$ cat src/spi_port_regs.svh
// Purpose: register offsets, bit positions and reset values of the SPI port
// Assumes: 32-bit classic Wishbone, one aligned word per register
// Notes: register data sits in the low byte; upper bits read as zero
`ifndef SPI_PORT_REGS_SVH
`define SPI_PORT_REGS_SVH

`define CTRL_OFS 8'h00
`define STAT_OFS 8'h04
`define IFLAG_OFS 8'h08
`define TXB_OFS 8'h0c
`define RXB_OFS 8'h10

`define CTRL_GOMODE 3
`define CTRL_GO 4
`define CTRL_CKE 5
`define CTRL_EN 6

`define STAT_RXFULL 0
`define STAT_RXST 1
`define STAT_TXEMPTY 5
`define STAT_TXST 6

`define IFLAG_RXIRQ 2
`define IFLAG_TXIRQ 7

`define BYTE_RST 8'h00
`define LAST_BIT 4'h7

`endif

$ cat src/spi_port_pkg.sv
// Purpose: types shared by the SPI port
// Assumes: nothing beyond the register header
// Notes: the whole module state is one packed struct
package spi_port_pkg;

  typedef enum logic [2:0] {
    MODE_DIV2 = 3'h0,
    MODE_DIV4 = 3'h1,
    MODE_DIV8 = 3'h2,
    MODE_DIV16 = 3'h3,
    MODE_DIV32 = 3'h4,
    MODE_SLV_GATED = 3'h5,
    MODE_SLV_FREE = 3'h6,
    MODE_TMR = 3'h7
  } mode_type;

  typedef enum logic [2:0] {
    PH_IDLE = 3'b001,
    PH_SHIFT = 3'b010,
    PH_TAIL = 3'b100
  } phase_type;

  typedef struct packed {
    logic en;
    logic cke;
    logic go;
    logic go_mode;
    mode_type mode;
  } ctrl_type;

  typedef struct packed {
    logic tx_empty;
    logic tx_st;
    logic tx_irq;
    logic rx_full;
    logic rx_st;
    logic rx_irq;
  } flags_type;

  typedef struct packed {
    logic sck1;
    logic sck2;
    logic sck3;
    logic sdi1;
    logic sdi2;
    logic ssb1;
    logic ssb2;
  } sync_type;

  typedef struct packed {
    ctrl_type ctrl;
    flags_type fl;
    sync_type sy;
    phase_type phase;
    logic [7:0] txb;
    logic [7:0] rxb;
    logic [7:0] sr;
    logic din;
    logic [3:0] cnt;
    logic pend;
    logic [3:0] div;
    logic t1_prev;
    logic sck;
    logic sck_oe_n;
    logic sdo;
    logic sdo_oe_n;
    logic ack;
    logic [31:0] rdata;
  } state_type;

endpackage : spi_port_pkg

$ cat src/spi_port.sv
// Purpose: eight-bit full-duplex SPI port, master or slave, Wishbone regs
// Assumes: pins sck, sdi and select_bar arrive asynchronous to clk_i
// Notes: two-way sck pin split into input, output and low-active enable
//
// The implementer's own choices: the Wishbone interface to the registers and the register addresses.
`timescale 1ns/1ps
`include "spi_port_regs.svh"

// Functional notes
// modes 000-100 master, sck fosc/2 to fosc/32
// mode 101 slave, pin clock, select gating
// mode 110 slave, select pin ignored
// mode 111 master, sck timer-one output halved
// edge select 1: drive falling, sample rising
// edge select 0: drive rising, sample falling
// master go bit starts transfer, loads, flags
// go bit held while shifting, cleared after
// eight bits in: receive buffer loaded, flags
// start and done flags cleared only by software
// tx empty cleared by software or buffer write
// rx full cleared by software or buffer read
// master write-start mode: buffer write starts transfer
// write-start mode stops sck without next byte
// software writes next byte before current ends
// slave go mode: go loads, sck paces shifting
// slave software rearms go before next sck
// gated slave works only while select low
// select high releases sdo immediately, mid-byte
// select high or disable clears bit counter
// software enables and sets mode before starting
// software reads receive buffer before next byte
// msb first, eight bits each way together
// go bit 4, go mode bit 3 of control
// master sck runs only during a byte
module spi_port
  import spi_port_pkg::*;
(
  input wire logic clk_i,
  input wire logic rst_i,
  input wire logic wb_cyc_i,
  input wire logic wb_stb_i,
  input wire logic wb_we_i,
  input wire logic [7:0] wb_adr_i,
  input wire logic [3:0] wb_sel_i,
  input wire logic [31:0] wb_dat_i,
  output logic [31:0] wb_dat_o,
  output logic wb_ack_o,
  input wire logic timer1_out_i,
  input wire logic sck_i,
  output logic sck_o,
  output logic sck_oe_n_o,
  input wire logic sdi_i,
  output logic sdo_o,
  output logic sdo_oe_n_o,
  input wire logic select_bar_pin_n_i
);

  state_type s;
  state_type next_s;

  always_comb
  begin
    logic master;
    logic mod_rst;
    logic tick;
    logic edge_seen;
    logic lvl;
    logic samp;
    logic drv;
    logic req;
    logic wr;
    logic rd;
    logic wr_txb;
    logic start_go;
    logic load;
    logic [3:0] half_m1;
    next_s = s;
    master = 1'b0;
    mod_rst = 1'b0;
    tick = 1'b0;
    edge_seen = 1'b0;
    lvl = 1'b0;
    samp = 1'b0;
    drv = 1'b0;
    req = 1'b0;
    wr = 1'b0;
    rd = 1'b0;
    wr_txb = 1'b0;
    start_go = 1'b0;
    load = 1'b0;
    half_m1 = 4'h0;

    // pin synchronisers; first stage feeds only the second
    next_s.sy.sck1 = sck_i;
    next_s.sy.sck2 = s.sy.sck1;
    next_s.sy.sck3 = s.sy.sck2;
    next_s.sy.sdi1 = sdi_i;
    next_s.sy.sdi2 = s.sy.sdi1;
    next_s.sy.ssb1 = select_bar_pin_n_i;
    next_s.sy.ssb2 = s.sy.ssb1;
    next_s.t1_prev = timer1_out_i;

    // register bus: one wait state, ack drops after one cycle
    req = wb_cyc_i & wb_stb_i & ~s.ack;
    wr = req & wb_we_i & wb_sel_i[0];
    rd = req & ~wb_we_i;
    next_s.ack = req;
    wr_txb = wr && (wb_adr_i == `TXB_OFS);

    if (wr && (wb_adr_i == `CTRL_OFS))
    begin
      next_s.ctrl.mode = mode_type'(wb_dat_i[2:0]);
      next_s.ctrl.go_mode = wb_dat_i[`CTRL_GOMODE];
      next_s.ctrl.go = wb_dat_i[`CTRL_GO];
      next_s.ctrl.cke = wb_dat_i[`CTRL_CKE];
      next_s.ctrl.en = wb_dat_i[`CTRL_EN];
      start_go = wb_dat_i[`CTRL_GO] & ~wb_dat_i[`CTRL_GOMODE];
    end
    if (wr_txb)
    begin
      next_s.txb = wb_dat_i[7:0];
      next_s.fl.tx_empty = 1'b0;
    end
    // flags clear on a written zero; a written one is ignored
    if (wr && (wb_adr_i == `STAT_OFS))
    begin
      if (!wb_dat_i[`STAT_RXFULL])
        next_s.fl.rx_full = 1'b0;
      if (!wb_dat_i[`STAT_RXST])
        next_s.fl.rx_st = 1'b0;
      if (!wb_dat_i[`STAT_TXEMPTY])
        next_s.fl.tx_empty = 1'b0;
      if (!wb_dat_i[`STAT_TXST])
        next_s.fl.tx_st = 1'b0;
    end
    if (wr && (wb_adr_i == `IFLAG_OFS))
    begin
      if (!wb_dat_i[`IFLAG_RXIRQ])
        next_s.fl.rx_irq = 1'b0;
      if (!wb_dat_i[`IFLAG_TXIRQ])
        next_s.fl.tx_irq = 1'b0;
    end
    if (rd && (wb_adr_i == `RXB_OFS))
      next_s.fl.rx_full = 1'b0;

    master = (next_s.ctrl.mode != MODE_SLV_GATED) &&
             (next_s.ctrl.mode != MODE_SLV_FREE);
    mod_rst = ~next_s.ctrl.en |
              ((next_s.ctrl.mode == MODE_SLV_GATED) & s.sy.ssb2);

    // master sck source: divided clock or timer-one edges
    half_m1 = 4'((5'h1 << s.ctrl.mode[2:0]) - 5'h1);
    if (master && (s.phase != PH_IDLE))
    begin
      if (s.ctrl.mode == MODE_TMR)
        tick = timer1_out_i & ~s.t1_prev;
      else if (s.div == 4'h0)
      begin
        tick = 1'b1;
        next_s.div = half_m1;
      end
      else
        next_s.div = s.div - 4'h1;
    end

    if (master)
    begin
      edge_seen = tick;
      lvl = ~s.sck;
    end
    else
    begin
      edge_seen = s.sy.sck2 ^ s.sy.sck3;
      lvl = s.sy.sck2;
    end
    // sampling edge is the one that lands on the edge-select level
    samp = edge_seen & (lvl == s.ctrl.cke);
    drv = edge_seen & (lvl != s.ctrl.cke);
    if (tick)
      next_s.sck = ~s.sck;

    unique case (s.phase)
      PH_IDLE:
      begin
        if (start_go && next_s.ctrl.en)
          load = 1'b1;
        else if (wr_txb && master && next_s.ctrl.go_mode)
          load = 1'b1;
        else if (!master && s.ctrl.go_mode && samp)
        begin
          // a slave in write-start mode, gated or free, loads on the first sampling edge
          load = 1'b1;
          next_s.din = s.sy.sdi2;
          next_s.cnt = 4'h1;
        end
      end
      PH_SHIFT:
      begin
        if (wr_txb && s.ctrl.go_mode)
          next_s.pend = 1'b1;
        if (samp)
        begin
          next_s.din = s.sy.sdi2;
          if (s.cnt == `LAST_BIT)
          begin
            next_s.rxb = {s.sr[6:0], s.sy.sdi2};
            next_s.fl.rx_full = 1'b1;
            next_s.fl.rx_st = 1'b1;
            next_s.fl.rx_irq = 1'b1;
            next_s.ctrl.go = 1'b0;
            next_s.cnt = 4'h0;
            if (master)
              next_s.phase = PH_TAIL;
            else
              next_s.phase = PH_IDLE;
          end
          else
            next_s.cnt = s.cnt + 4'h1;
        end
        if (drv)
          next_s.sr = {s.sr[6:0], s.din};
      end
      PH_TAIL:
      begin
        if (wr_txb && s.ctrl.go_mode)
          next_s.pend = 1'b1;
        // last edge returns sck to idle, then stop or chain
        if (drv)
        begin
          if (next_s.pend && s.ctrl.go_mode)
            load = 1'b1;
          else
            next_s.phase = PH_IDLE;
        end
      end
      default:
        next_s.phase = PH_IDLE;
    endcase

    if (load && !mod_rst)
    begin
      next_s.sr = next_s.txb;
      next_s.phase = PH_SHIFT;
      next_s.pend = 1'b0;
      next_s.div = half_m1;
      if (s.phase != PH_IDLE || !(!master && s.ctrl.go_mode))
        next_s.cnt = 4'h0;
      next_s.fl.tx_empty = 1'b1;
      next_s.fl.tx_st = 1'b1;
      next_s.fl.tx_irq = 1'b1;
    end

    if (mod_rst)
    begin
      next_s.phase = PH_IDLE;
      next_s.cnt = 4'h0;
      next_s.pend = 1'b0;
    end
    // sck idles at the level opposite the sampling edge
    if (next_s.phase == PH_IDLE)
      next_s.sck = ~next_s.ctrl.cke;

    next_s.sdo = (next_s.phase != PH_IDLE) ? next_s.sr[7] : next_s.txb[7];
    next_s.sdo_oe_n = mod_rst;
    next_s.sck_oe_n = ~(next_s.ctrl.en & master);

    next_s.rdata = 32'h0;
    if (rd)
    begin
      unique case (wb_adr_i)
        `CTRL_OFS:
        begin
          next_s.rdata[2:0] = s.ctrl.mode;
          next_s.rdata[`CTRL_GOMODE] = s.ctrl.go_mode;
          next_s.rdata[`CTRL_GO] = s.ctrl.go;
          next_s.rdata[`CTRL_CKE] = s.ctrl.cke;
          next_s.rdata[`CTRL_EN] = s.ctrl.en;
        end
        `STAT_OFS:
        begin
          next_s.rdata[`STAT_RXFULL] = s.fl.rx_full;
          next_s.rdata[`STAT_RXST] = s.fl.rx_st;
          next_s.rdata[`STAT_TXEMPTY] = s.fl.tx_empty;
          next_s.rdata[`STAT_TXST] = s.fl.tx_st;
        end
        `IFLAG_OFS:
        begin
          next_s.rdata[`IFLAG_RXIRQ] = s.fl.rx_irq;
          next_s.rdata[`IFLAG_TXIRQ] = s.fl.tx_irq;
        end
        `TXB_OFS:
          next_s.rdata[7:0] = s.txb;
        `RXB_OFS:
          next_s.rdata[7:0] = s.rxb;
        default:
          next_s.rdata = 32'h0;
      endcase
    end
  end

  always_ff @(posedge clk_i)
  begin
    if (rst_i)
    begin
      s <= '0;
      s.phase <= PH_IDLE;
      s.txb <= `BYTE_RST;
      s.rxb <= `BYTE_RST;
      s.sck <= 1'b1;
      s.sck_oe_n <= 1'b1;
      s.sdo_oe_n <= 1'b1;
    end
    else
      s <= next_s;
  end

  assign wb_dat_o = s.rdata;
  assign wb_ack_o = s.ack;
  assign sck_o = s.sck;
  assign sck_oe_n_o = s.sck_oe_n;
  assign sdo_o = s.sdo;
  assign sdo_oe_n_o = s.sdo_oe_n;

endmodule : spi_port

$ cat config.mk
export PLATFORM = sky130hd
export DESIGN_NAME = spi_port
export DESIGN_NICKNAME = d
export VERILOG_FILES = /design/src/spi_port_pkg.sv /design/src/spi_port.sv
export VERILOG_INCLUDE_DIRS = /design/src /design/src/src
export SDC_FILE = /design/constraint.sdc
export NUM_CORES = 1
export LEC_CHECK = 0
export BUFFER_PORTS_ARGS = -buffer_cell sky130_fd_sc_hd__buf_2
export CAP_MARGIN = 40
export CORE_AREA = 5 5 99 101
export CTS_BUF_LIST = sky130_fd_sc_hd__clkbuf_8
export CTS_CLUSTER_DIAMETER = 100
export DETAILED_ROUTE_END_ITERATION = 6
export DIE_AREA = 0 0 104 106
export SLEW_MARGIN = 20
export SYNTH_ARGS = -nofsm -noshare
export SYNTH_HDL_FRONTEND = slang
export SYNTH_SLANG_ARGS = --single-unit
$ cat constraint.sdc
create_clock -name clk_i -period 6.7 [get_ports clk_i]
set_clock_uncertainty 0.05 [all_clocks]
set_input_delay 1.34 -clock clk_i [delete_from_list [all_inputs] [get_ports clk_i]]
set_output_delay 1.34 -clock clk_i [all_outputs]
set_load 0.005 [all_outputs]
==> results.cfg, run 1 <==
[grt]
grt_start_max_net_pins = 43
grtUsageTotal_pct = 16.0
grt_pass1_vias = 2922
antenna_found_initial = 0
grt_pass1_wl_um = 14400
grt-ovfl-total = 0

[timing]
worstMarginPinSlew_ns = 0.733
fin_setup_tns_ns = 0
max_clock_freq_ghz = 0.222
finalMaxSlewViolations = 0
timing.final.crit_share_pct = 67.3
rsz0062_at_grt = false
min_period_ns = 4.51
finalSetupViolCount = 0
slew_headroom_pct = 50.3
hold_violations = 0
fin_ws_ns = 2.19

[worst_setup_path]
end_kind = register
worstPathArrival_ns = 4.70
reg2reg_depth = 8
rr_endpoint = sdo_o
r2r_slack_ns = 3.19
critPathMaxFanout = 14
worstPathRequired_ns = 6.89
crit_type = in -> reg
rr_startpoint = wb_ack_o
cp-start-kind = input pin

[finish]
seqCellArea_um2 = 1420
synthToLayoutAreaGrowth_pct = 8.76
nFillCells = 911
fin_nets = 493
postLayoutCoreUtil_pct = 44.0
drive_gt1_share_pct = 17.6
antennaDiodeCount = 0
multi_input_area_um2 = 1910
fin_area_um2 = 3930

[clock_tree]
clock_path_buffers = 2
hold_buffers = 0
cts_tree = done
clockRootBuffer = clkbuf_8
post_cts_resize_count = 0
cts_sinks = 71
clk_latency_ns = 0.35
postCtsSetupRepairBufs = 0
clk_pin_slew_ns = 0.08
cts_made_buffers = 9
h-tree-depth = 3

[routing]
wl_um = 8760
drc = 0
routed-wl-met2_um = 4010
drt_first_iter_violations = 142
vias = 2956
drt-wirelength-per-cell_um = 15.8
via_per_inst = 5.34
ant_nets = 0
drt_first_pass_iters = 4
top_layer_used = met4
wirelength_met1_um = 4100
wl_met3_um = 462

[min_path]
hold_path_class = reg -> reg
min_to = s[75]
whs_path_depth = 1
min_from = next_s[75]

[floorplan]
die_h_um = 106
dieArea_um2 = 11000
fp.coreArea_um2 = 8930
boundaryPins = 90
start_util_pct = 40.4
num_rows = 35
chipWidth_um = 104

[synth]
synth_top_area_cell = dfxtp_1
synth_flop_cell = dfxtp_1
ys_types = 65
synth_common_cells = dfxtp_1, nand2_1, nor2_1
yosys_warnings = 0
synthTopCellsByArea = dfxtp_1, buf_4, nand2_1
synth_area_um2 = 3610
async_flop_share_pct = 0
syn_area_per_cell_um2 = 8.60
synth_edf_count = 0
synthCells = 420
ys_seq_area_share_pct = 39.3
ys_ff_latch = 71
synth.most_common_cell = dfxtp_1
netlist.area_leader.share_pct = 39.3

[place]
io_buffers = 38
pre_cts_ws_ns = 1.84
place_congestion = 0.899
dpl.hpwl_um = 6390
dpl_cell_area_um2 = 3700

[run_status]
status = completed

[run]
maxCapViolCount = 0

[pwr]
ir_drop_uv = 129
power.density_nw_per_um2 = 216
p_leak_nw = 1.54
per-layer routing:
metal	track usage, %	up-vias
li1	-	1472
met1	20.8	1391
met2	25.6	79
met3	3.22	14
met4	7.40	0
met5	0	-
critical path, stage by stage:
cell     delay (ns)
buf_2          0.12
nor4_4         0.39
nand4_2        0.47
mux2i_1        0.50
mux2i_1        0.62
or3b_1         0.49
mux2_4         0.35
and2_0         0.15
mux2_4         0.25
cells in the final DEF, fill, tap and decap left out, types with 4 or more instances in the layout:
cell,netlist,layout
a211oi_1,11,11
inv_1,7,7
mux2i_1,14,14
buf_2,4,38
a221oi_1,6,6
clkbuf_8,0,9
and2_1,5,5
nand2_1,50,50
a31oi_1,5,5
nor2b_1,15,15
nor3_1,12,12
nand3_1,8,8
dfxtp_1,71,71
xor2_1,4,4
o21ai_0,9,9
nand2b_1,5,5
conb_1,1,24
a22o_1,4,4
mux2_2,9,9
nor2_1,37,37
a21oi_1,27,27
through the flow:
step / hold WS [ns] / cells / power (mW)
after detailed placement: 0.376 / 538 / 0.468
after global placement: 0.371 / 537 / 0.467
after global routing: 0.416 / 554 / 0.881
final: 0.394 / 554 / 0.850
after CTS: 0.395 / 554 / 0.858
after floorplan: 0.364 / 443 / 0.461
layout make-up:
| cell class | instances | area share [%] |
|---|---|---|
| Sequential cell | 71 | 36.2 |
| Tap cell | 111 | 3.53 |
| Multi-Input combinational cell | 310 | 48.5 |
| Timing Repair Buffer | 39 | 5.35 |
| Clock buffer | 9 | 3.15 |
| Clock inverter | 7 | 2.64 |
| Inverter | 7 | 0.669 |
kinds of logic after synthesis:
kind of cell / synth area share, %
AOI/OAI and AO/OA: 15.8
other: 0.104
and+or+nand+nor: 24.8
buffers and inverters: 10.3
xor gates and xnor gates: 1.45
DFF: 39.3
adders and majority gates: 0.692
muxes: 7.51
report_power, final:
| group | switching, mW | internal (mW) |
|---|---|---|
| clock network | 0.177 | 0.214 |
| registers | 0.00120 | 0.424 |
| logic | 0.0219 | 0.0117 |
| total | 0.200 | 0.650 |
registers in the layout, summed over array words and instances (netlist names):
register and count:
sdo_oe_n_o 1, sck_oe_n_o 1, s 54, next_s 4
sck_o 1, wb_dat_o 8, sdo_o 1, wb_ack_o 1
worst max path at each step:
stage           startpoint    end  slack [ns]  cells past startpoint
2_1_floorplan  wb_adr_i[5]  sdo_o        2.81                     10
3_3_place_gp   wb_adr_i[5]  sdo_o        1.86                      9
3_5_place_dp   wb_adr_i[5]  sdo_o        1.84                      9
4_1_cts        wb_adr_i[5]  sdo_o        2.21                      9
5_1_grt        wb_adr_i[5]  sdo_o        2.00                      9
6_report       wb_adr_i[5]  sdo_o        2.19                      9
No activity file was read; power rests on OpenSTA's default activity.
==> inputs of run 2 (changes only) <==
Clock period 6.7 ns to 4.58 ns, I/O delays scaled along.
==> results.cfg, run 2 (synthesized netlist as in run 1, its figures left out) <==
[run_status]
status = completed

[floorplan]
fp.coreArea_um2 = 8930
boundaryPins = 90
chipWidth_um = 104
num_rows = 35
start_util_pct = 40.4
dieArea_um2 = 11000
die_h_um = 106

[grt]
grt_pass1_vias = 2880
antenna_found_initial = 0
grtUsageTotal_pct = 16.5
grt_start_max_net_pins = 54
grt_pass1_wl_um = 14600
grt-ovfl-total = 0

[place]
dpl.hpwl_um = 6420
place_congestion = 0.905
io_buffers = 38

[clock_tree]
cts_made_buffers = 9
clk_pin_slew_ns = 0.08
hold_buffers = 0
post_cts_resize_count = 0
cts_tree = done
clk_latency_ns = 0.37
postCtsSetupRepairBufs = 0
clockRootBuffer = clkbuf_8
cts_sinks = 71
clock_path_buffers = 2
h-tree-depth = 3

[timing]
finalSetupViolCount = 0
worstMarginPinSlew_ns = 0.811
max_clock_freq_ghz = 0.268
rsz0062_at_grt = false
hold_violations = 0
timing.final.crit_share_pct = 81.5
fin_setup_tns_ns = 0
slew_headroom_pct = 45.1
finalMaxSlewViolations = 0
min_period_ns = 3.73

[finish]
largest_reg_flops = 54
final_cell_mix = dfxtp_1, nand2_1, buf_2
drive_gt1_share_pct = 18.5
multi_input_area_um2 = 1910
fin_nets = 498
top_register = s
seqCellArea_um2 = 1420
postLayoutCoreUtil_pct = 43.8
final_common_cell = dfxtp_1
antennaDiodeCount = 0
synthToLayoutAreaGrowth_pct = 8.28
nFillCells = 906

[worst_setup_path]
r2r_slack_ns = 1.22
cp-start-kind = input pin
worstPathArrival_ns = 3.93
critPathMaxFanout = 9
worstPathRequired_ns = 4.78
crit_type = in -> reg
end_kind = register

[routing]
vias = 3047
drc = 0
drt_first_pass_iters = 4
drt_first_iter_violations = 167
drt-wirelength-per-cell_um = 16.2
ant_nets = 0
via_per_inst = 5.45
wl_um = 9040

[run]
maxCapViolCount = 0

[min_path]
hold_path_class = reg -> reg

[pwr]
power.density_nw_per_um2 = 295
ir_drop_uv = 155
p_leak_nw = 1.54
## run 2: changes by cell type in the layout (fill, tap and decap cells not counted)
cell | before | now
buf_4 | 0 | 6
bufinv_16 | 2 | 0
inv_8 | 0 | 1
buf_12 | 1 | 0
clkinv_4 | 3 | 0
inv_6 | 2 | 4
clkinvlp_4 | 0 | 2
## run 2: worst paths after layout
kind,start,end,cells after the start
max,wb_adr_i[5],sdo_o,9
min reg2reg,next_s[77],s[77],1
max reg2reg,s[88],sdo_o,8
min,next_s[77],s[77],1
## run 2: where the power goes
group / total [mW] / internal, mW / switching [mW]
registers: 0.622 / 0.620 / 0.00165
clock network: 0.485 / 0.208 / 0.277
logic: 0.0479 / 0.0160 / 0.0320
## run 2: area by class of cell
cell class                      count  share of cell area, %
Multi-Input combinational cell    310                   48.7
Sequential cell                    71                   36.3
Timing Repair Buffer               44                   6.01
Tap cell                          111                   3.55
Clock buffer                        9                   3.17
Clock inverter                      7                   1.57
Inverter                            7                  0.672
## run 2: critical path, cell delays in order
cell,delay [ns]
buf_2,0.12
nor4_4,0.38
nand4_2,0.19
mux2i_1,0.40
mux2i_1,0.62
or3b_1,0.55
mux2_4,0.35
and2_0,0.15
mux2_4,0.25
## run 2: stage by stage
step,worst slack [ns],cells,power (mW),hold WS [ns],cell area [um^2]
after floorplan,1.11,443,0.674,0.364,3700
after global placement,0.553,543,0.683,0.369,3730
final,0.848,559,1.15,0.389,3910
after global routing,0.723,559,1.20,0.408,3910
after CTS,0.929,559,1.16,0.391,3910
after detailed placement,0.548,543,0.684,0.372,3730
## run 2: per-layer routing
metal,GRT usage (%),wire (um),vias up
met5,0,0,-
met3,3.89,631,20
li1,-,-,1477
met1,20.6,4020,1433
met2,26.3,4110,117
met4,8.88,277,0
==> inputs of run 3 (changes only) <==
Settings changed: PLACE_DENSITY from default to 0.67.
Clock period 4.58 ns to 3 ns, I/O delays scaled along.
==> results.cfg, run 3 (synthesized netlist as in run 1, its figures left out) <==
[pwr]
power.density_nw_per_um2 = 432
ir_drop_uv = 192
p_total_mw = 1.84
p_leak_nw = 1.72

[grt]
grt-ovfl-total = 0
grt_pass1_wl_um = 14500
global_route.usage.met1_pct = 19.8
grt_start_max_net_pins = 52
antenna_found_initial = 0
busiest_layer = met2
use_met2_pct = 27.1
grtUsageTotal_pct = 16.2
met3_usage_pct = 3.89
grt_pass1_vias = 3053

[timing]
fin_ws_ns = 0.111
worstMarginPinSlew_ns = 0.534
slew_headroom_pct = 64.4
timing.final.crit_share_pct = 96.3
max_clock_freq_ghz = 0.346
finalMaxSlewViolations = 0
hold_violations = 0
min_period_ns = 2.89
fin_setup_tns_ns = 0
finalSetupViolCount = 0

[worst_setup_path]
worstPathArrival_ns = 3.09
reg2reg_depth = 9
end_kind = register
crit_type = in -> reg
worstPathRequired_ns = 3.20
critPathMaxFanout = 8
cp-start-kind = input pin

[floorplan]
boundaryPins = 90
chipWidth_um = 104
die_h_um = 106
fp.coreArea_um2 = 8930
dieArea_um2 = 11000
start_util_pct = 40.4
num_rows = 35

[clock_tree]
clk_latency_ns = 0.36
cts_sinks = 71
clk_pin_slew_ns = 0.08
h-tree-depth = 3
clockRootBuffer = clkbuf_8
cts_tree = done
cts_made_buffers = 9
clock_path_buffers = 2

[routing]
drt-wirelength-per-cell_um = 15.5
wl_um = 9160
drt_first_iter_violations = 234
drc = 0
drt_first_pass_iters = 5
vias = 3177
ant_nets = 0
via_per_inst = 5.38

[place]
dp_cells = 575
place_congestion = 0.896
pre_cts_ws_ns = -0.214
dpl.hpwl_um = 6790
io_buffers = 38

[finish]
final_cell_mix = dfxtp_1, nand2_1, buf_2
synthToLayoutAreaGrowth_pct = 17.8
drive_gt1_share_pct = 25.0
postLayoutCoreUtil_pct = 47.6
instances_no_fill = 591
final_common_cell = dfxtp_1
fin_nets = 530
top_register = s
antennaDiodeCount = 0
largest_reg_flops = 54

[min_path]
whs_path_depth = 1
hold_path_class = reg -> reg

[run_status]
status = completed

[run]
maxCapViolCount = 0
run 3: timing repair:
item	4_1_cts	5_1_grt
endpoints found under the hold margin	0	0
setup endpoints to repair	0	14
hold buffers	0	0
buffers inserted	0	0
gates resized for setup	0	5
run 3: area by class of cell:
cell class	count	area [um^2]
Clock inverter	6	68.8
Tap cell	111	139
Multi-Input combinational cell	310	1950
Timing Repair Buffer	76	513
Inverter	7	26.3
Fill cell	875	4680
Sequential cell	71	1420
Clock buffer	10	138
run 3: critical path, cell delays in order:
cell and delay (ns):
buf_2 0.12, xnor2_1 0.22, or4_1 0.45, a41oi_1 0.34, nor4b_4 0.10, buf_4 0.18
and3_1 0.17, o311ai_1 0.41, a21oi_1 0.18, a221oi_1 0.32
run 3: worst paths after layout:
path                                   from    endpoint  slack, ns
worst min register to register   next_s[80]  next_s[79]       0.39
worst min-delay path             next_s[80]  next_s[79]       0.39
worst max-delay path            wb_dat_i[0]       s[40]       0.11
worst max register to register        s[93]       s[40]       0.17
run 3: power breakdown:
part | switching [mW] | internal (mW)
combinational | 0.0518 | 0.0311
clock | 0.397 | 0.411
sequential | 0.00256 | 0.947
total | 0.451 | 1.39
run 3: per-layer routing:
| layer | routed length, um | share of wire [%] |
|---|---|---|
| met1 | 4070 | 44 |
| met2 | 4260 | 47 |
| met3 | 645 | 7.0 |
| met4 | 180 | 2.0 |
| met5 | 0 | 0 |
run 3: through the flow:
stage	hold slack [ns]	instance area [um^2]
floorplan	0.364	3710
global placement	0.372	4020
detailed placement	0.375	4020
CTS	0.393	4220
global route	0.402	4260
finish	0.391	4260
